### src/rtl/two_wire_slave_regs.vh
// register map, field positions and reset values of the two-wire bus slave
// Behaviour
// - first byte after start is seven address bits then direction, zero meaning write.
// - matching address gets an acknowledge driven low during the ninth clock.
// - foreign address: data released, no interrupt, clock never held.
// - ninth falling clock after match raises address event and holds clock low.
// - receiving with wait timing select zero waits after the eighth clock.
// - clock stays low until software writes the wait release bit.
// - eighth falling clock of received byte holds clock and raises transfer end.
// - after release the slave drives acknowledge on the ninth clock.
// - data rising while clock high is a stop: flag set, interrupt raised.
// - transmit byte is loaded by software, shifted out after wait release.
// - transmitting, ack sampled on ninth rise; ninth fall holds clock, interrupts.
`ifndef TWO_WIRE_SLAVE_REGS_VH
`define TWO_WIRE_SLAVE_REGS_VH

// ****************************************************
// register byte offsets
// ****************************************************
`define OFF_CONTROL 5'h00
`define OFF_OWN_ADDRESS 5'h04
`define OFF_DATA 5'h08
`define OFF_STATUS 5'h0c
`define OFF_MASK 5'h10

// ****************************************************
// control register fields
// ****************************************************
`define CTL_ENABLE 0
`define CTL_WAIT_TIMING 1
`define CTL_WAIT_RELEASE 2

// ****************************************************
// status and mask fields (bits 0 to 3 sticky)
// ****************************************************
`define ST_ADDR_MATCH 0
`define ST_XFER_END 1
`define ST_STOP 2
`define ST_START 3
`define ST_TX_MODE 4
`define ST_ACK_DET 5
`define ST_WAITING 6
`define ST_BUSY 7

// ****************************************************
// reset values and counts
// ****************************************************
`define OWN_ADDRESS_RESET 7'h00
`define MASK_RESET 4'h0
`define BITS_PER_BYTE 4'h8
`define LAST_TX_BIT 4'h7

`endif

### src/rtl/pin_sampler.v
// two-flop synchronisers and one history stage for the bus pins
module pin_sampler (
	// clock and reset
	input wire core_clk,
	input wire reset,
	// raw pins
	input wire scl_pin,
	input wire sda_pin,
	// synchronised levels and their previous values
	output reg scl_now,
	output reg sda_now,
	output reg scl_prev,
	output reg sda_prev
);

	reg scl_meta;
	reg sda_meta;

	// meta stage feeds only the second stage; idle bus reads high
	always @(posedge core_clk) begin
		if (reset) begin
			scl_meta <= 1'b1;
			sda_meta <= 1'b1;
			scl_now <= 1'b1;
			sda_now <= 1'b1;
			scl_prev <= 1'b1;
			sda_prev <= 1'b1;
		end else begin
			scl_meta <= scl_pin;
			sda_meta <= sda_pin;
			scl_now <= scl_meta;
			sda_now <= sda_meta;
			scl_prev <= scl_now;
			sda_prev <= sda_now;
		end
	end

endmodule

### src/rtl/two_wire_bus_slave_with_wait.v
// two-wire bus slave with clock stretching wait and avalon-mm registers
//
// Decided for this implementation: register access over Avalon-MM and the placing of the registers.
`include "two_wire_slave_regs.vh"

module two_wire_bus_slave_with_wait (
	// clock and reset
	input wire core_clk,
	input wire reset,
	// avalon-mm register port
	input wire [4:0] address,
	input wire read,
	input wire write,
	input wire [3:0] byteenable,
	input wire [31:0] writedata,
	output reg [31:0] readdata,
	output reg waitrequest,
	// interrupt
	output reg irq,
	// bus clock pin, open drain
	input wire bus_clock_pin_in,
	output reg bus_clock_pin_out,
	output reg bus_clock_pin_oe,
	// bus data pin, open drain
	input wire bus_data_pin_in,
	output reg bus_data_pin_out,
	output reg bus_data_pin_oe
);

	// ****************************************************
	// state encoding
	// ****************************************************
	localparam S_IDLE = 8'h01;
	localparam S_ADDR = 8'h02;
	localparam S_AACK = 8'h04;
	localparam S_RX = 8'h08;
	localparam S_RACK = 8'h10;
	localparam S_TX = 8'h20;
	localparam S_TACK = 8'h40;
	localparam S_WAIT = 8'h80;

	// ****************************************************
	// declarations
	// ****************************************************
	reg enable, wait_timing_select, transmit_mode, ack_detected_flag;
	reg [6:0] own_address;
	reg [7:0] shift_data_register, rx_byte, rx_shift, tx_shift;
	reg [7:0] state, resume_state;
	reg [3:0] bit_count, status, mask;
	reg ev_addr, ev_xfer, ev_stop, ev_start;
	reg [31:0] next_readdata;
	wire scl_now, sda_now, scl_prev, sda_prev;
	wire scl_rise, scl_fall, start_cond, stop_cond;
	wire wr_take, rd_take, wait_release_bit, status_clear;

	// true when the byte address selects the given register
	function reg_hit;
		input [4:0] addr;
		input [4:0] offset;
		begin
			reg_hit = (addr == offset);
		end
	endfunction

	// ****************************************************
	// pin sampling and bus condition detection
	// ****************************************************
	pin_sampler u_pins (
		.core_clk(core_clk),
		.reset(reset),
		.scl_pin(bus_clock_pin_in),
		.sda_pin(bus_data_pin_in),
		.scl_now(scl_now),
		.sda_now(sda_now),
		.scl_prev(scl_prev),
		.sda_prev(sda_prev)
	);

	// edges of the synchronised lines; start and stop need clock high twice
	assign scl_rise = scl_now & ~scl_prev;
	assign scl_fall = ~scl_now & scl_prev;
	assign start_cond = scl_now & scl_prev & sda_prev & ~sda_now;
	assign stop_cond = scl_now & scl_prev & ~sda_prev & sda_now;

	// ****************************************************
	// avalon-mm slave
	// ****************************************************
	// an access completes in the cycle where waitrequest is low
	assign wr_take = write & ~waitrequest;
	assign rd_take = read & ~waitrequest;
	assign wait_release_bit = wr_take & byteenable[0] &
		reg_hit(address, `OFF_CONTROL) & writedata[`CTL_WAIT_RELEASE];
	assign status_clear = rd_take & reg_hit(address, `OFF_STATUS);

	// one wait cycle per access, so readdata is registered beforehand
	always @(posedge core_clk) begin
		if (reset) begin
			waitrequest <= 1'b1;
		end else if ((read | write) & waitrequest) begin
			waitrequest <= 1'b0;
		end else begin
			waitrequest <= 1'b1;
		end
	end

	// read mux; unmapped offsets read as zero
	always @* begin
		next_readdata = 32'h0000_0000;
		if (reg_hit(address, `OFF_CONTROL)) begin
			next_readdata[`CTL_ENABLE] = enable;
			next_readdata[`CTL_WAIT_TIMING] = wait_timing_select;
		end else if (reg_hit(address, `OFF_OWN_ADDRESS)) begin
			next_readdata[6:0] = own_address;
		end else if (reg_hit(address, `OFF_DATA)) begin
			next_readdata[7:0] = rx_byte;
		end else if (reg_hit(address, `OFF_STATUS)) begin
			next_readdata[3:0] = status;
			next_readdata[`ST_TX_MODE] = transmit_mode;
			next_readdata[`ST_ACK_DET] = ack_detected_flag;
			next_readdata[`ST_WAITING] = (state == S_WAIT);
			next_readdata[`ST_BUSY] = (state != S_IDLE);
		end else if (reg_hit(address, `OFF_MASK)) begin
			next_readdata[3:0] = mask;
		end
	end

	// capture read data while the request waits
	always @(posedge core_clk) begin
		if (reset) begin
			readdata <= 32'h0000_0000;
		end else if (read & waitrequest) begin
			readdata <= next_readdata;
		end
	end

	// software written registers; only byte lane 0 carries fields
	always @(posedge core_clk) begin
		if (reset) begin
			enable <= 1'b0;
			wait_timing_select <= 1'b0;
			own_address <= `OWN_ADDRESS_RESET;
			shift_data_register <= 8'h00;
			mask <= `MASK_RESET;
		end else if (wr_take & byteenable[0]) begin
			if (reg_hit(address, `OFF_CONTROL)) begin
				enable <= writedata[`CTL_ENABLE];
				wait_timing_select <= writedata[`CTL_WAIT_TIMING];
			end
			if (reg_hit(address, `OFF_OWN_ADDRESS)) begin
				own_address <= writedata[6:0];
			end
			if (reg_hit(address, `OFF_DATA)) begin
				shift_data_register <= writedata[7:0];
			end
			if (reg_hit(address, `OFF_MASK)) begin
				mask <= writedata[3:0];
			end
		end
	end

	// ****************************************************
	// events and interrupt
	// ****************************************************
	// a status read clears only the bits it reported, so an event that
	// lands between capture and completion is not lost; set wins
	always @(posedge core_clk) begin
		if (reset) begin
			status <= 4'h0;
		end else begin
			status <= (status & ~({4{status_clear}} & readdata[3:0])) |
				{ev_start, ev_stop, ev_xfer, ev_addr};
		end
	end

	// single level interrupt for all events; open drain pins only pull low
	always @(posedge core_clk) begin
		bus_clock_pin_out <= 1'b0;
		bus_data_pin_out <= 1'b0;
		if (reset) begin
			irq <= 1'b0;
		end else begin
			irq <= |(status & mask);
		end
	end

	// ****************************************************
	// bus protocol engine
	// ****************************************************
	// start and stop override every state, so a restart always resyncs
	always @(posedge core_clk) begin
		if (reset) begin
			state <= S_IDLE;
			resume_state <= S_IDLE;
			bit_count <= 4'h0;
			rx_shift <= 8'h00;
			tx_shift <= 8'h00;
			rx_byte <= 8'h00;
			transmit_mode <= 1'b0;
			ack_detected_flag <= 1'b0;
			bus_clock_pin_oe <= 1'b0;
			bus_data_pin_oe <= 1'b0;
			ev_addr <= 1'b0;
			ev_xfer <= 1'b0;
			ev_stop <= 1'b0;
			ev_start <= 1'b0;
		end else begin
			ev_addr <= 1'b0;
			ev_xfer <= 1'b0;
			ev_stop <= 1'b0;
			ev_start <= 1'b0;
			if (!enable) begin
				state <= S_IDLE;
				bus_clock_pin_oe <= 1'b0;
				bus_data_pin_oe <= 1'b0;
			end else if (stop_cond) begin
				state <= S_IDLE;
				bus_clock_pin_oe <= 1'b0;
				bus_data_pin_oe <= 1'b0;
				ev_stop <= 1'b1;
			end else if (start_cond) begin
				state <= S_ADDR;
				bit_count <= 4'h0;
				bus_clock_pin_oe <= 1'b0;
				bus_data_pin_oe <= 1'b0;
				ev_start <= 1'b1;
			end else begin
				case (state)
				S_ADDR: begin
					// seven address bits, then direction
					if (scl_rise) begin
						rx_shift <= {rx_shift[6:0], sda_now};
						bit_count <= bit_count + 4'h1;
					end else if (scl_fall &&
						bit_count == `BITS_PER_BYTE) begin
						if (rx_shift[7:1] == own_address) begin
							bus_data_pin_oe <= 1'b1;
							transmit_mode <= rx_shift[0];
							state <= S_AACK;
						end else begin
							// stay silent and never stretch
							state <= S_IDLE;
						end
					end
				end
				S_AACK: begin
					if (scl_fall) begin
						bus_data_pin_oe <= 1'b0;
						bus_clock_pin_oe <= 1'b1;
						ev_addr <= 1'b1;
						bit_count <= 4'h0;
						resume_state <= transmit_mode ? S_TX : S_RX;
						state <= S_WAIT;
					end
				end
				S_RX: begin
					if (scl_rise) begin
						rx_shift <= {rx_shift[6:0], sda_now};
						bit_count <= bit_count + 4'h1;
					end else if (scl_fall &&
						bit_count == `BITS_PER_BYTE) begin
						rx_byte <= rx_shift;
						if (!wait_timing_select) begin
							bus_clock_pin_oe <= 1'b1;
							ev_xfer <= 1'b1;
							resume_state <= S_RACK;
							state <= S_WAIT;
						end else begin
							// nine-clock wait: ack first
							bus_data_pin_oe <= 1'b1;
							state <= S_RACK;
						end
					end
				end
				S_RACK: begin
					if (scl_fall) begin
						bus_data_pin_oe <= 1'b0;
						bit_count <= 4'h0;
						if (wait_timing_select) begin
							bus_clock_pin_oe <= 1'b1;
							ev_xfer <= 1'b1;
							resume_state <= S_RX;
							state <= S_WAIT;
						end else begin
							state <= S_RX;
						end
					end
				end
				S_TX: begin
					// next bit goes out while the clock is low
					if (scl_fall) begin
						if (bit_count == `LAST_TX_BIT) begin
							bus_data_pin_oe <= 1'b0;
							state <= S_TACK;
						end else begin
							tx_shift <= {tx_shift[6:0], 1'b0};
							bus_data_pin_oe <= ~tx_shift[6];
							bit_count <= bit_count + 4'h1;
						end
					end
				end
				S_TACK: begin
					if (scl_rise) begin
						ack_detected_flag <= ~sda_now;
					end else if (scl_fall) begin
						bus_clock_pin_oe <= 1'b1;
						ev_xfer <= 1'b1;
						// a refused byte ends our part of it
						resume_state <= ack_detected_flag ?
							S_TX : S_IDLE;
						state <= S_WAIT;
					end
				end
				S_WAIT: begin
					// master edges are ignored while we stretch
					bus_clock_pin_oe <= 1'b1;
					if (wait_release_bit) begin
						bus_clock_pin_oe <= 1'b0;
						state <= resume_state;
						if (resume_state == S_RACK) begin
							bus_data_pin_oe <= 1'b1;
						end
						if (resume_state == S_TX) begin
							tx_shift <= shift_data_register;
							bus_data_pin_oe <=
								~shift_data_register[7];
							bit_count <= 4'h0;
							ack_detected_flag <= 1'b0;
						end
					end
				end
				default: begin
					state <= S_IDLE;
					bus_clock_pin_oe <= 1'b0;
					bus_data_pin_oe <= 1'b0;
				end
				endcase
			end
		end
	end

endmodule

### config.mk
export PLATFORM = sky130hd
export DESIGN_NAME = two_wire_bus_slave_with_wait
export DESIGN_NICKNAME = d
export VERILOG_FILES = /design/src/rtl/pin_sampler.v /design/src/rtl/two_wire_bus_slave_with_wait.v
export VERILOG_INCLUDE_DIRS = /design/src /design/src/rtl
export SDC_FILE = /design/constraint.sdc
export NUM_CORES = 1
export LEC_CHECK = 0
export BUFFER_PORTS_ARGS = -buffer_cell sky130_fd_sc_hd__buf_2
export CAP_MARGIN = 20
export CORE_MARGIN = 5
export CORE_UTILIZATION = 45
export DETAILED_ROUTE_END_ITERATION = 7
export HOLD_SLACK_MARGIN = 0.12
export PLACE_DENSITY = 0.75
export RECOVER_POWER = 100
export SLEW_MARGIN = 30
export SYNTH_ARGS = -nofsm -noshare
export SYNTH_HDL_FRONTEND = slang
export SYNTH_SLANG_ARGS = --single-unit
### constraint.sdc
create_clock -name core_clk -period 2.3 [get_ports core_clk]
set_input_delay 0.23 -clock core_clk [delete_from_list [all_inputs] [get_ports core_clk]]
set_output_delay 0.23 -clock core_clk [all_outputs]
set_load 0.005 [all_outputs]
=== Yosys cells after proc, flatten, opt, wreduce, memory -nomap -nowiden ===
Index checks and enable logic that the tools add are counted.

* Logic and storage cells: 228
* Flip-flop bits (word level): 92
* Input bits: 47
* Output and inout bits: 38

* Mux-type cells: 83
* Reduce and logical (&&, ||, !) cells: 29
* Add/sub/neg operators: 1
* Eq/ne operators: 50
* Bitwise logic cells: 35

{| class="wikitable"
|+ Operators with widths
! operator !! number
|-
| two-way mux 8 bit || 21
|-
| one-hot mux 8 bit (7 select lines) || 1
|-
| two-way mux 4 bit || 10
|-
| two-way mux 7 bit || 5
|-
| != test 2 bit, second input constant || 17
|-
| two-way mux 1 bit || 33
|-
| one-hot mux 8 bit (4 select lines) || 1
|-
| != test 3 bit, second input constant || 10
|-
| AND reduction 9 bit || 3
|-
| AND reduction 7 bit || 3
|-
| two-way mux 6 bit || 3
|-
| == test 8 x 5 -> 1 bit, second input constant || 2
|-
| == test 8 x 6 -> 1 bit, second input constant || 2
|-
| one-hot mux 4 bit (4 select lines) || 1
|-
| AND 1 bit || 15
|-
| inverter 1 bit || 14
|-
| one-hot mux 7 bit (2 select lines) || 1
|-
| AND 4 bit || 3
|-
| one-hot mux 1 bit (6 select lines) || 2
|-
| AND reduction 12 bit || 1
|-
| AND reduction 11 bit || 1
|-
| == test 5 x 4 -> 1 bit, second input constant || 2
|-
| != test 3 x 1 -> 1 bit, second input constant || 3
|-
| == test 8 x 2 -> 1 bit, second input constant || 1
|-
| other kinds (33) || 43
|}

=== Depth between registers and ports, before layout ===
* Depth after elaboration: 8
* Gate-level depth with buffers: 10
* Depth with buffers taken out: 8

=== Modules after synthesis ===
A second synthesis with hierarchy kept.

* Cell total of the unflattened synthesis: 534
* Area total of the unflattened synthesis: 4570.6 sq um

{| class="wikitable"
|+ By module, submodules not included
! module !! sequential area each (sq um) !! times used !! cells each !! area an instance (sq um)
|-
| two_wire_bus_slave_with_wait || 1641.6 || 1 || 522 || 4413.0
|-
| pin_sampler || 120.1 || 1 || 12 || 157.7
|}

=== Worst setup path before layout ===
OpenSTA, ideal clock, no wires.

* Path type: register -> register
* Start point: register state[3]
* End point: register bit_count[3]
* Period minus slack after synthesis: 2156 ps
* Required time: 2184 ps
* Arrival: 2040 ps
* Buffers on the path: 2
* Cell stages (with the launch flop): 9
* Slack: 144 ps
* Cell sequence: dfxtp_1 -> buf_6 -> or4_4 -> buf_6 -> or3_1 -> nor2_1 -> or4_4 -> o221ai_1 -> a31o_2

* Longest elaborated chain between the ends: 4
* Elaborated cells between the ends (all ways): 18
* Those cells by class: 12 x eq/ne; 2 x mux; 4 x reduce/logical

{| class="wikitable"
|+ Ends and longest elaborated chain
! what !! line !! text
|-
| start, declared || two_wire_bus_slave_with_wait.v:48 || <nowiki>reg [7:0] state, resume_state;</nowiki>
|-
| start signal, assigned || two_wire_bus_slave_with_wait.v:318 || <nowiki>state <= resume_state;</nowiki>
|-
| == test 8 x 5 -> 1 bit, or another cell as far along || two_wire_bus_slave_with_wait.v:227 || <nowiki>case (state)</nowiki>
|-
| OR reduction 2 bit (no source line) || -- ||
|-
| != test 3 x 1 -> 1 bit (no source line), or another cell as far along || -- ||
|-
| AND reduction 9 bit (no source line) or two-way mux 4 bit (tied branches) || -- ||
|-
| end signal, assigned || two_wire_bus_slave_with_wait.v:232 || <nowiki>bit_count <= bit_count + 4'h1;</nowiki>
|-
| end signal, assigned || two_wire_bus_slave_with_wait.v:258 || <nowiki>bit_count <= bit_count + 4'h1;</nowiki>
|-
| end signal, assigned || two_wire_bus_slave_with_wait.v:297 || <nowiki>bit_count <= bit_count + 4'h1;</nowiki>
|-
| end, declared || two_wire_bus_slave_with_wait.v:49 || <nowiki>reg [3:0] bit_count, status, mask;</nowiki>
|}

Parallel ways exist; a longest one is shown, timed or not.
A chain may end at the register's enable or synchronous reset.

=== Worst setup path after layout ===
* Start point: register state[0]
* End point: register bit_count[0]

The elaborated chain is that of the path after synthesis.

==> results.json <==
{
  "clockBufferDepth": 2,
  "cts.sinks": 88,
  "ys_types": 68,
  "powerDensity_nw_per_um2": 516.8,
  "setup_viol": 0,
  "peakVddDrop_v": 0.0005183,
  "dr.pass1.iters": 6,
  "clock.fmax_ghz": 0.4523,
  "drt-total-wl_um": 11940,
  "antenna_cells": 0,
  "async_flop_share": 0,
  "clk_latency_ns": 0.37,
  "drv_cap": 0,
  "fp.dieArea_um2": 12270,
  "synthFlopType": "dfxtp_1",
  "seq_area_frac_synth": 0.3854,
  "drc": 0,
  "timing.reg2reg.setup_slack_ns": 0.09,
  "synth_area_um2": 4571,
  "p_leak_nw": 2.234,
  "synth-edff-count": 0,
  "clockRootBuffer": "clkbuf_8",
  "dieHeight_um": 110.8,
  "worstPathRequired_ns": 2.57,
  "vias": 3972,
  "yosys_register_bits": 88,
  "crit_type": "reg2reg",
  "outcome": "completed",
  "critPathArrivalTime_ns": 2.48,
  "grt_pass1_wl_um": 19150,
  "die_x_um": 110.8,
  "cpPeakStageDelay_ns": 0.61,
  "num_rows": 36,
  "synth_cells": 519,
  "hold_violations": 0,
  "drv_slew": 0,
  "io_pins": 85,
  "clk_pin_slew_ns": 0.10,
  "crit_slowest_cell": "or4_4",
  "nNetsFinal": 639,
  "skew_ns": 0.008431,
  "via_per_inst": 5.456,
  "overflow": 0,
  "ant_nets": 0,
  "fin_tns_setup_ns": 0,
  "relSlewSlack": 0.5805,
  "initial_core_util": 0.4655,
  "areaGrowthSynthToFinish_pct": 16.42,
  "dp_cells": 703,
  "port-buffer-count": 31,
  "fin_crit_sh": 0.9612,
  "ys_warn_count": 0,
  "drive_gt1_frac": 0.2050,
  "grt_max_degree": 66,
  "stdcell_area_um2": 5321,
  "crit_chain": "or4_4 > or2_1 > o21ai_0 > a21oi_1 > and4_1 > a31o_2",
  "timing.final.crit_period_ns": 2.211,
  "final_common_cell": "dfxtp_1",
  "antenna_found_initial": 0,
  "cts_tree": "built",
  "numCtsBuffers": 9,
  "place_congestion": 0.9167,
  "wl_per_cell_um": 16.41,
  "syn_avg_cell_area_um2": 8.807,
  "grt_pass1_vias": 3942,
  "tightest_slew_ns": 0.6292,
  "drt_iter0_drc": 304,
  "core_area_um2": 9819,
  "critPathLaunchType": "flop",
  "track_usage": 0.1890,
  "worstPathMaxFanout": 7,
  "cts_htree_levels": 3,
  "hpwlAfterDp_um": 8714,
  "end_kind": "flop",
  "hold_class": "in2reg",
  "final_cells": 728,
  "place_area_um2": 5006,
  "final_cell_mix": "dfxtp_1, nor2_1, mux2i_1"
}
## through the flow
step             util  hold WS [ns]  setup slack, ns  power [W]
6_report       0.5419        0.1715          0.08932   0.002750
5_1_grt        0.5419        0.1555         -0.01561   0.002862
4_1_cts        0.5384        0.1475         0.009931   0.002765
3_5_place_dp   0.5098        0.3968         -0.07172   0.001704
3_3_place_gp   0.5098        0.3930         0.009899   0.001700
2_1_floorplan       -        0.3338           0.1437   0.001683
## power breakdown
part / internal (W) / switching, W / total, W
registers: 0.00153 / 0.00000938 / 0.00154
clock network: 0.000428 / 0.000640 / 0.00107
logic: 0.0000513 / 0.0000876 / 0.000139
## cell families (layout without fill, tap and decap cells)
logic type                 Yosys count  after routing  share of synthesized area
AOI/OAI and AO/OA                   90             90                     0.1350
muxes                               51             51                     0.1125
and+or+nand+nor                    213            213                     0.2535
buffers and inverters               59            110                    0.07856
xor gates and xnor gates            15             15                    0.02874
other                                1             26                  0.0008205
DFF                                 88             88                     0.3854
adders and majority gates            2              2                   0.005474
## path summary, 6_finish.rpt
path / cells past startpoint / from / endpoint
max: 6 / state[0] / bit_count[0]
min reg2reg: 1 / u_pins.sda_meta / u_pins.sda_now
max reg2reg: 6 / state[0] / bit_count[0]
min: 3 / writedata[3] / shift_data_register[3]
## flip-flops by register name, summed over array words and instances, names as in the netlist, 4 cells and up
signal	flops
status	4
tx_shift	7
own_address	7
rx_shift	8
rx_byte	8
mask	4
readdata	8
resume_state	4
shift_data_register	8
bit_count	4
state	8
## metal layers
metal | vias up | global-route usage | wire [um]
met5 | - | 0 | 0
li1 | 1938 | - | -
met2 | 138 | 0.3188 | 5907
met4 | 0 | 0.07553 | 297
met3 | 30 | 0.03766 | 724
met1 | 1866 | 0.2362 | 5014
## synth_stat cells (3+ instances only)
library cell	n	area (um^2)
a21o_1	5	37.54
a21oi_1	28	140.1
a22o_1	3	26.28
a22oi_1	6	45.04
a31o_2	4	35.03
and2_1	5	31.28
and3_1	3	18.77
buf_2	4	20.02
buf_4	27	202.7
buf_6	4	45.04
clkbuf_1	15	56.30
dfxtp_1	88	1762
inv_1	7	26.28
mux2_2	3	33.78
mux2i_1	48	480.5
nand2_1	45	168.9
nand3_1	12	60.06
nand4_1	6	37.54
nand4b_1	4	35.03
nor2_1	78	292.8
nor2b_1	5	31.28
nor3_1	8	40.04
nor3b_1	5	37.54
nor4_1	5	31.28
nor4b_1	3	26.28
o211ai_1	4	30.03
o21ai_0	14	70.07
o221ai_1	4	35.03
or2_2	6	37.54
or3_1	3	18.77
or4_4	3	33.78
xor2_1	14	122.6
## cell type report
class / instances / area (um^2)
sequential: 88 / 1764
multi-input combinational: 397 / 2585
tap: 133 / 166.4
clock buffer: 9 / 123.9
clock inverter: 7 / 75.07
inverter: 7 / 26.28
timing repair buffer: 87 / 580.6
fill: 960 / 4498
## repair_timing
action	4_1_cts	5_1_grt
gates resized for setup	1	11
pin swaps	0	3
endpoints found under the setup margin	1	23
setup buffers	0	1
hold endpoints to repair	10	0
hold buffers	8	0
## worst max-delay path: cells and delay by family, from the launching register on
kind / cells / cell delay (ns)
AO/OA/AOI/OAI: 3 / 0.64
AND/OR/NAND/NOR: 3 / 1.16
flip-flops: 1 / 0.32
Note: power is estimated with default switching activity, not from simulation.
